**config.mk**
```make
export PLATFORM = sky130hd
export DESIGN_NAME = pcfc_top
export DESIGN_NICKNAME = d
export VERILOG_FILES = /design/src/hdl/pcfc_pkg.sv /design/src/hdl/pcfc_top.sv
export VERILOG_INCLUDE_DIRS = /design/src /design/src/hdl
export SDC_FILE = /design/constraint.sdc
export NUM_CORES = 1
export LEC_CHECK = 0
export BUFFER_PORTS_ARGS = -buffer_cell sky130_fd_sc_hd__buf_2
export CORE_MARGIN = 1
export CORE_UTILIZATION = 47
export DETAILED_ROUTE_END_ITERATION = 8
export PLACE_DENSITY = 0.76
export RECOVER_POWER = 100
export SLEW_MARGIN = 20
export SYNTH_ARGS = -nofsm -noshare
export SYNTH_HDL_FRONTEND = slang
export SYNTH_SLANG_ARGS = --single-unit
```
**constraint.sdc**
```tcl
create_clock -name core_clk -period 2.35 [get_ports core_clk]
set_input_delay 0.47 -clock core_clk [delete_from_list [all_inputs] [get_ports core_clk]]
set_output_delay 0.47 -clock core_clk [all_outputs]
set_load 0.01 [all_outputs]
```
**src/hdl/pcfc_consts.svh**
```systemverilog
// Register offsets, field positions, reset values for the chop and fault slice
`ifndef PCFC_CONSTS_SVH
`define PCFC_CONSTS_SVH

`define PCFC_CARRIER_OFS 4'h0
`define PCFC_DUTY_OFS 4'h4
`define PCFC_FAULT_OFS 4'h8
`define PCFC_CONFIG_OFS 4'hc

`define PCFC_CARRIER_ON_BIT 15
`define PCFC_DIV_MSB 9
`define PCFC_SRC_MSB 7
`define PCFC_SRC_LSB 3
`define PCFC_POL_BIT 2
`define PCFC_HI_OVR_BIT 0
`define PCFC_LO_OVR_BIT 1
`define PCFC_LATCH_CLR_BIT 8

`define PCFC_CARRIER_RST 16'h0000
`define PCFC_DUTY_RST 16'h0000
`define PCFC_FAULT_RST 16'h00fb
`define PCFC_CONFIG_RST 16'h0000
`define PCFC_PRESCALE_RST 3'h0

`define PCFC_RESP_OKAY 2'h0
`define PCFC_RESP_SLVERR 2'h2

`endif

```
**src/hdl/pcfc_pkg.sv**
```systemverilog
// Types shared by the chop and fault slice
package pcfc_pkg;
    typedef enum logic [1:0] {
        PCFC_MODE_LATCH = 2'b00,
        PCFC_MODE_CYCLE = 2'b01,
        PCFC_MODE_RSVD = 2'b10,
        PCFC_MODE_OFF = 2'b11
    } pcfc_mode_t;
endpackage

```
**src/hdl/pcfc_top.sv**
```systemverilog
// Chop carrier generator, master duty register and fault override control with AXI4-Lite slave
`timescale 1ns/1ps
`default_nettype none
`include "pcfc_consts.svh"

// Notes on behaviour
// - Carrier generator runs only while its enable bit 15 is set.
// - Carrier toggles at clock over prescale plus one, then over divider plus one.
// - Carrier register bits 14..10 ignore writes and read zero.
// - Sixteen-bit master duty register, read/write, zero after reset, shared outward.
// - Five-bit source field picks fault 1..32; default 11111, 11110 reserved.
// - Polarity bit set makes the chosen fault active low.
// - Mode 11 ignores the fault input; mode 10 is reserved.
// - Mode 01 overrides both outputs only while the fault is active.
// - Mode 00 latches the override until software clears it.
module pcfc_top
    import pcfc_pkg::*;
(
    // Clock, reset, enable
    input wire logic core_clk,
    input wire logic nrst,
    input wire logic clk_en,
    // AXI4-Lite write address and data
    input wire logic [3:0] s_axi_awaddr,
    input wire logic s_axi_awvalid,
    output logic s_axi_awready,
    input wire logic [31:0] s_axi_wdata,
    input wire logic [3:0] s_axi_wstrb,
    input wire logic s_axi_wvalid,
    output logic s_axi_wready,
    // AXI4-Lite write response
    output logic [1:0] s_axi_bresp,
    output logic s_axi_bvalid,
    input wire logic s_axi_bready,
    // AXI4-Lite read
    input wire logic [3:0] s_axi_araddr,
    input wire logic s_axi_arvalid,
    output logic s_axi_arready,
    output logic [31:0] s_axi_rdata,
    output logic [1:0] s_axi_rresp,
    output logic s_axi_rvalid,
    input wire logic s_axi_rready,
    // PWM side
    input wire logic [31:0] fault_in,
    input wire logic pwm_high_in,
    input wire logic pwm_low_in,
    output logic pwm_high_out,
    output logic pwm_low_out,
    output logic carrier_out,
    output logic [15:0] master_duty,
    output logic fault_active
);

    // ---------------------------------------------------------------
    // Register file
    // ---------------------------------------------------------------
    logic [15:0] carrier_q, carrier_d;
    logic [15:0] duty_q, duty_d;
    logic [15:0] fault_q, fault_d;
    logic [15:0] config_q, config_d;
    logic awready_q, awready_d, wready_q, wready_d, bvalid_q, bvalid_d;
    logic [1:0] bresp_q, bresp_d, rresp_q, rresp_d;
    logic [3:0] awaddr_q, awaddr_d;
    logic [31:0] wdata_q, wdata_d;
    logic [1:0] wstrb_q, wstrb_d;
    logic arready_q, arready_d, rvalid_q, rvalid_d;
    logic [31:0] rdata_q, rdata_d;
    logic have_aw, have_w, do_write, latch_clr;
    logic latched_q, latched_d;
    logic [15:0] wmask;

    // Address and data are caught in either order; ready drops once held
    assign have_aw = !awready_q;
    assign have_w = !wready_q;
    assign do_write = have_aw && have_w && !bvalid_q;
    assign wmask = {{8{wstrb_q[1]}}, {8{wstrb_q[0]}}};
    assign latch_clr = do_write && awaddr_q == `PCFC_CONFIG_OFS && wstrb_q[1] && wdata_q[`PCFC_LATCH_CLR_BIT];

    always_comb begin
        carrier_d = carrier_q;
        duty_d = duty_q;
        fault_d = fault_q;
        config_d = config_q;
        awready_d = awready_q;
        wready_d = wready_q;
        awaddr_d = awaddr_q;
        wdata_d = wdata_q;
        wstrb_d = wstrb_q;
        bvalid_d = bvalid_q;
        bresp_d = bresp_q;
        if (s_axi_awvalid && awready_q) begin
            awaddr_d = s_axi_awaddr;
            awready_d = 1'b0;
        end
        if (s_axi_wvalid && wready_q) begin
            wdata_d = s_axi_wdata;
            wstrb_d = s_axi_wstrb[1:0];
            wready_d = 1'b0;
        end
        if (do_write) begin
            bvalid_d = 1'b1;
            bresp_d = `PCFC_RESP_OKAY;
            case (awaddr_q)
                `PCFC_CARRIER_OFS: begin
                    // Bits 14..10 are not stored
                    carrier_d = ((carrier_q & ~wmask) | (wdata_q[15:0] & wmask)) & 16'h83ff;
                end
                `PCFC_DUTY_OFS: begin
                    duty_d = (duty_q & ~wmask) | (wdata_q[15:0] & wmask);
                end
                `PCFC_FAULT_OFS: begin
                    fault_d = (fault_q & ~wmask) | (wdata_q[15:0] & wmask);
                end
                `PCFC_CONFIG_OFS: begin
                    // Bit 8 is a self-clearing latch release, not stored
                    config_d = ((config_q & ~wmask) | (wdata_q[15:0] & wmask)) & 16'h0007;
                end
                default: begin
                    bresp_d = `PCFC_RESP_SLVERR;
                end
            endcase
        end
        if (bvalid_q && s_axi_bready) begin
            bvalid_d = 1'b0;
            awready_d = 1'b1;
            wready_d = 1'b1;
        end
    end

    always_comb begin
        arready_d = arready_q;
        rvalid_d = rvalid_q;
        rdata_d = rdata_q;
        rresp_d = rresp_q;
        if (s_axi_arvalid && arready_q) begin
            arready_d = 1'b0;
            rvalid_d = 1'b1;
            rresp_d = `PCFC_RESP_OKAY;
            case (s_axi_araddr)
                `PCFC_CARRIER_OFS: rdata_d = {16'h0000, carrier_q};
                `PCFC_DUTY_OFS: rdata_d = {16'h0000, duty_q};
                `PCFC_FAULT_OFS: rdata_d = {16'h0000, fault_q};
                `PCFC_CONFIG_OFS: rdata_d = {16'h0000, config_q[15:9], latched_q, config_q[7:0]};
                default: begin
                    rdata_d = 32'h0000_0000;
                    rresp_d = `PCFC_RESP_SLVERR;
                end
            endcase
        end
        if (rvalid_q && s_axi_rready) begin
            rvalid_d = 1'b0;
            arready_d = 1'b1;
        end
    end

    // ---------------------------------------------------------------
    // Carrier generator
    // ---------------------------------------------------------------
    logic [2:0] prescale;
    logic [2:0] pre_cnt_q, pre_cnt_d;
    logic [9:0] div_cnt_q, div_cnt_d;
    logic carrier_wave_q, carrier_wave_d;
    logic carrier_on;

    assign carrier_on = carrier_q[`PCFC_CARRIER_ON_BIT];
    // Prescale code n divides by n+1; held in the fault register upper bits
    assign prescale = fault_q[10:8];

    always_comb begin
        pre_cnt_d = pre_cnt_q;
        div_cnt_d = div_cnt_q;
        carrier_wave_d = carrier_wave_q;
        if (!carrier_on) begin
            pre_cnt_d = 3'h0;
            div_cnt_d = 10'h000;
            carrier_wave_d = 1'b0;
        end else if (pre_cnt_q >= prescale) begin
            pre_cnt_d = 3'h0;
            // One carrier half period spans divider+1 prescaled ticks
            if (div_cnt_q >= carrier_q[`PCFC_DIV_MSB:0]) begin
                div_cnt_d = 10'h000;
                carrier_wave_d = !carrier_wave_q;
            end else begin
                div_cnt_d = div_cnt_q + 10'h001;
            end
        end else begin
            pre_cnt_d = pre_cnt_q + 3'h1;
        end
    end

    // ---------------------------------------------------------------
    // Fault selection and override
    // ---------------------------------------------------------------
    pcfc_mode_t mode;
    logic [4:0] src_sel;
    logic fault_raw, fault_hit;
    logic fault_act_q, fault_act_d;
    logic hi_q, hi_d, lo_q, lo_d;

    assign mode = pcfc_mode_t'(fault_q[1:0]);
    assign src_sel = fault_q[`PCFC_SRC_MSB:`PCFC_SRC_LSB];
    // Code n picks fault n+1; reserved 11110 still maps to an input bit
    assign fault_raw = fault_in[src_sel];
    assign fault_hit = fault_raw ^ fault_q[`PCFC_POL_BIT];

    always_comb begin
        latched_d = latched_q;
        fault_act_d = 1'b0;
        case (mode)
            PCFC_MODE_LATCH: begin
                // Fresh fault wins over a same-cycle release
                if (fault_hit) begin
                    latched_d = 1'b1;
                end else if (latch_clr) begin
                    latched_d = 1'b0;
                end
                fault_act_d = fault_hit || latched_q;
            end
            PCFC_MODE_CYCLE: begin
                latched_d = 1'b0;
                fault_act_d = fault_hit;
            end
            default: begin
                // Off and reserved codes ignore the input
                latched_d = 1'b0;
                fault_act_d = 1'b0;
            end
        endcase
        hi_d = fault_act_d ? config_q[`PCFC_HI_OVR_BIT] : pwm_high_in;
        lo_d = fault_act_d ? config_q[`PCFC_LO_OVR_BIT] : pwm_low_in;
    end

    // ---------------------------------------------------------------
    // State registers
    // ---------------------------------------------------------------
    always_ff @(posedge core_clk or negedge nrst) begin
        if (!nrst) begin
            carrier_q <= `PCFC_CARRIER_RST;
            duty_q <= `PCFC_DUTY_RST;
            fault_q <= `PCFC_FAULT_RST;
            config_q <= `PCFC_CONFIG_RST;
            awready_q <= 1'b1;
            wready_q <= 1'b1;
            awaddr_q <= 4'h0;
            wdata_q <= 32'h0000_0000;
            wstrb_q <= 2'h0;
            bvalid_q <= 1'b0;
            bresp_q <= 2'h0;
            arready_q <= 1'b1;
            rvalid_q <= 1'b0;
            rdata_q <= 32'h0000_0000;
            rresp_q <= 2'h0;
            pre_cnt_q <= 3'h0;
            div_cnt_q <= 10'h000;
            carrier_wave_q <= 1'b0;
            latched_q <= 1'b0;
            fault_act_q <= 1'b0;
            hi_q <= 1'b0;
            lo_q <= 1'b0;
        end else if (clk_en) begin
            carrier_q <= carrier_d;
            duty_q <= duty_d;
            fault_q <= fault_d;
            config_q <= config_d;
            awready_q <= awready_d;
            wready_q <= wready_d;
            awaddr_q <= awaddr_d;
            wdata_q <= wdata_d;
            wstrb_q <= wstrb_d;
            bvalid_q <= bvalid_d;
            bresp_q <= bresp_d;
            arready_q <= arready_d;
            rvalid_q <= rvalid_d;
            rdata_q <= rdata_d;
            rresp_q <= rresp_d;
            pre_cnt_q <= pre_cnt_d;
            div_cnt_q <= div_cnt_d;
            carrier_wave_q <= carrier_wave_d;
            latched_q <= latched_d;
            fault_act_q <= fault_act_d;
            hi_q <= hi_d;
            lo_q <= lo_d;
        end
    end

    assign s_axi_awready = awready_q;
    assign s_axi_wready = wready_q;
    assign s_axi_bvalid = bvalid_q;
    assign s_axi_bresp = bresp_q;
    assign s_axi_arready = arready_q;
    assign s_axi_rvalid = rvalid_q;
    assign s_axi_rdata = rdata_q;
    assign s_axi_rresp = rresp_q;
    assign carrier_out = carrier_wave_q;
    assign master_duty = duty_q;
    assign pwm_high_out = hi_q;
    assign pwm_low_out = lo_q;
    assign fault_active = fault_act_q;
endmodule
`default_nettype wire

```
==> reports/qor.csv <==
metric,value,unit
# IOs,147,
Cell Pwr Density,997,nW/um2
Skew-Pair Late Insertion Delay,370,ps
DR WL/cell,16.7,um
Worst Path Arrival,2800,ps
utilization after layout,56.9,%
Final GP Congestion,0.772,
largest area contributor in the netlist,dfrtp_1,
clk_skew,12.4,ps
Die Footprint,11700,um2
remaining antenna violation count,0,
sequential fraction of the synthesis area,51.8,%
Die H,108,um
Max rail drop VDD,0.000392,V
Required @ worst endpoint,2600,ps
failing checks,setup timing,
Mapped Area,5290,um2
Final min period,2560,ps
Fillers,948,
most common cell in the synthesized netlist,dfrtp_1,
P&R area growth vs syn,17.2,%
Final WS setup,-205,ps
crit share post-route,109,%
Horiz. Die Dim,108,um
CTS Buf Count,9,
grt ovf,0,
RSZ-0062 raised after global routing,yes,
Initial Util,48.6,%
outcome,"finished, violations left",
MaxCap Viol Count,0,
register area,2740,um2
largest net degree at the start of global routing,45,
Final #Nets,678,
Slew HR,19.7,%
Yosys top cell area share,46.8,%
All-Layer GR Usage,22.1,%
Residual DRC,0,
Net Sw Frac,33.0,%
Synth cell types,49,
crit path kind,flop to flop,
commonest cells in the netlist,"dfrtp_1 (99), mux2_2 (56), nand2_1 (55), o21ai_0 (45), inv_1 (19)",
Syn Inst Count,454,
P_int,4.14,mW
R2R Setup Slk,-210,ps
ant diodes,0,
post-synthesis average cell area,11.6,um2
vias in the first global route,4002,
fmax,0.391,GHz
Area contributors post-synth,"dfrtp_1 (47%), mux2_2 (12%), dfstp_2 (5.0%)",
WL final,12.1,mm
first-pass GRT wire length,19.8,mm
Initial DRC Count,290,
Crit Path Max Fanout,6,
share of cells above drive strength 1,30.9,%
Worst setup EP type,flop,
#FFs+latches synth,109,
antenna violations before repair,0,
Post-synth EDFFs,0,
HPWL Detailed,9.02,mm
area of the multi-input gates,2360,um2
count of input and output buffers,110,
Fin. Hold Viols,0,
clock buffer depth,2,
H-tree depth,3,
vias per std cell,5.44,
Clock Sinks,109,
worst slew pin tran,1200,ps
combinational power share,30.4,%
Root Buffer,clkbuf_8,
Setup crit end,pwm_low_out,
sequential share of power,49.5,%
row count,38,
"non-filler cells, final",722,
net switching power figure,2.04,mW
post-layout instance area,6200,um2
Hold WC Path Type,input port to asynchronous set/reset pin,
FF-to-FF End,pwm_low_out,
core region area,10900,um2
Setup crit start kind,flop,
placed cell count,706,
final-report setup violation count,4,
CTS tree,built,
clk slew on worst S/H paths,100,ps
# hold bufs at CTS,0,
Post-synth top flop,dfrtp_1,
Pleak,2.91,nW
1st-pass router iterations,5,
DR vias,3929,
Ys Warns,0,
Clk network pwr share,20.1,%
placed inst area,6040,um2
Final Slew Violations,0,
Worst Reg-to-Reg Cells,7,
Async SR Flop Fraction,100,%
==> final cells by class <==
type                            instances  area share, %
Sequential cell                       109           44.2
Multi-Input combinational cell        307           38.2
Timing Repair Buffer                  131           10.1
Tap cell                              140           2.83
Clock buffer                           12           2.34
Clock inverter                          4           1.17
Inverter                               19           1.15
==> kinds of logic after synthesis <==
family	synth area share, %
AO/OA/AOI/OAI	11.7
adder cells (fa/ha/maj)	3.55
other	0.0709
XOR/XNOR	0.166
AND/OR/NAND/NOR	9.39
buffers and inverters	5.37
flip-flops	51.8
multiplexers	17.9
==> timing repair <==
action / 4_1_cts / 5_1_grt
gates resized for setup: 4 / 9
hold endpoints to repair: 0 / 0
pin swaps: 2 / 7
endpoints found under the setup margin: 7 / 12
buffers inserted: 1 / 1
==> metal layers <==
metal,share of wire [%],vias to the layer above,GRT usage [%]
li1,-,1848,-
met1,42,1980,28.6
met2,52,91,38.1
met3,4.6,10,3.80
met4,1.5,0,6.16
met5,0,-,0
==> power by group through the flow <==
stage	Combinational [mW]	Sequential, mW	Clock [mW]
after CTS	1.93	3.05	1.26
after global placement	1.78	3.04	0
after global routing	2.08	3.15	1.34
after floorplan	1.27	2.96	0
after detailed placement	1.88	3.08	0
final	1.88	3.06	1.24
==> metrics by stage <==
stage | TNS [ps] | hold slack (ps) | total power [mW] | setup WS, ps
2_1_floorplan | -333 | 174 | 4.23 | -113
3_3_place_gp | -825 | 462 | 4.82 | -232
3_5_place_dp | -1060 | 470 | 4.96 | -302
4_1_cts | -883 | 83.7 | 6.24 | -276
5_1_grt | -2200 | 318 | 6.56 | -289
6_report | -685 | 260 | 6.18 | -205
==> cells in the final DEF (no fill, tap or decap), drive strengths merged, types with 2 or more instances in the layout <==
master and count:
a21boi 3, a21o 3, a21oi 4, a221oi 4, a222oi 7, a22oi 5
a2bb2oi 3, a32o 2, and3 4, buf 79, bufinv 2, clkbuf 64
conb 18, dfrtp 99, dfstp 10, ha 15, inv 19, mux2 57
mux2i 8, mux4 9, nand2 55, nand2b 10, nand3 9, nand4 3
nand4b 2, nor2 12, nor3 2, nor3b 3, o21a 3, o21ai 47
o22a 2, o2bb2ai 4, o31ai 3
==> worst max-delay path: stages (launching register included) <==
cell     delay (ps)
dfstp_2         630
mux4_2          520
mux4_2          520
mux2i_4         180
xnor2_2         180
a21oi_4          70
o21a_1          180
o22a_1          170
==> how the worst min path moves through the flow <==
stage / depth (start not counted) / end / slack, ps / from
floorplan: 0 / asynchronous set/reset pin / 170 / nrst
global placement: 2 / s_axi_wready / 460 / s_axi_wready
detailed placement: 2 / s_axi_rdata[7] / 470 / s_axi_rdata[7]
CTS: 1 / wdata_q[12] / 80 / nrst
global route: 2 / wdata_q[12] / 320 / s_axi_wdata[12]
finish: 1 / wdata_q[12] / 260 / nrst
Power figures use the tool's default switching activity.
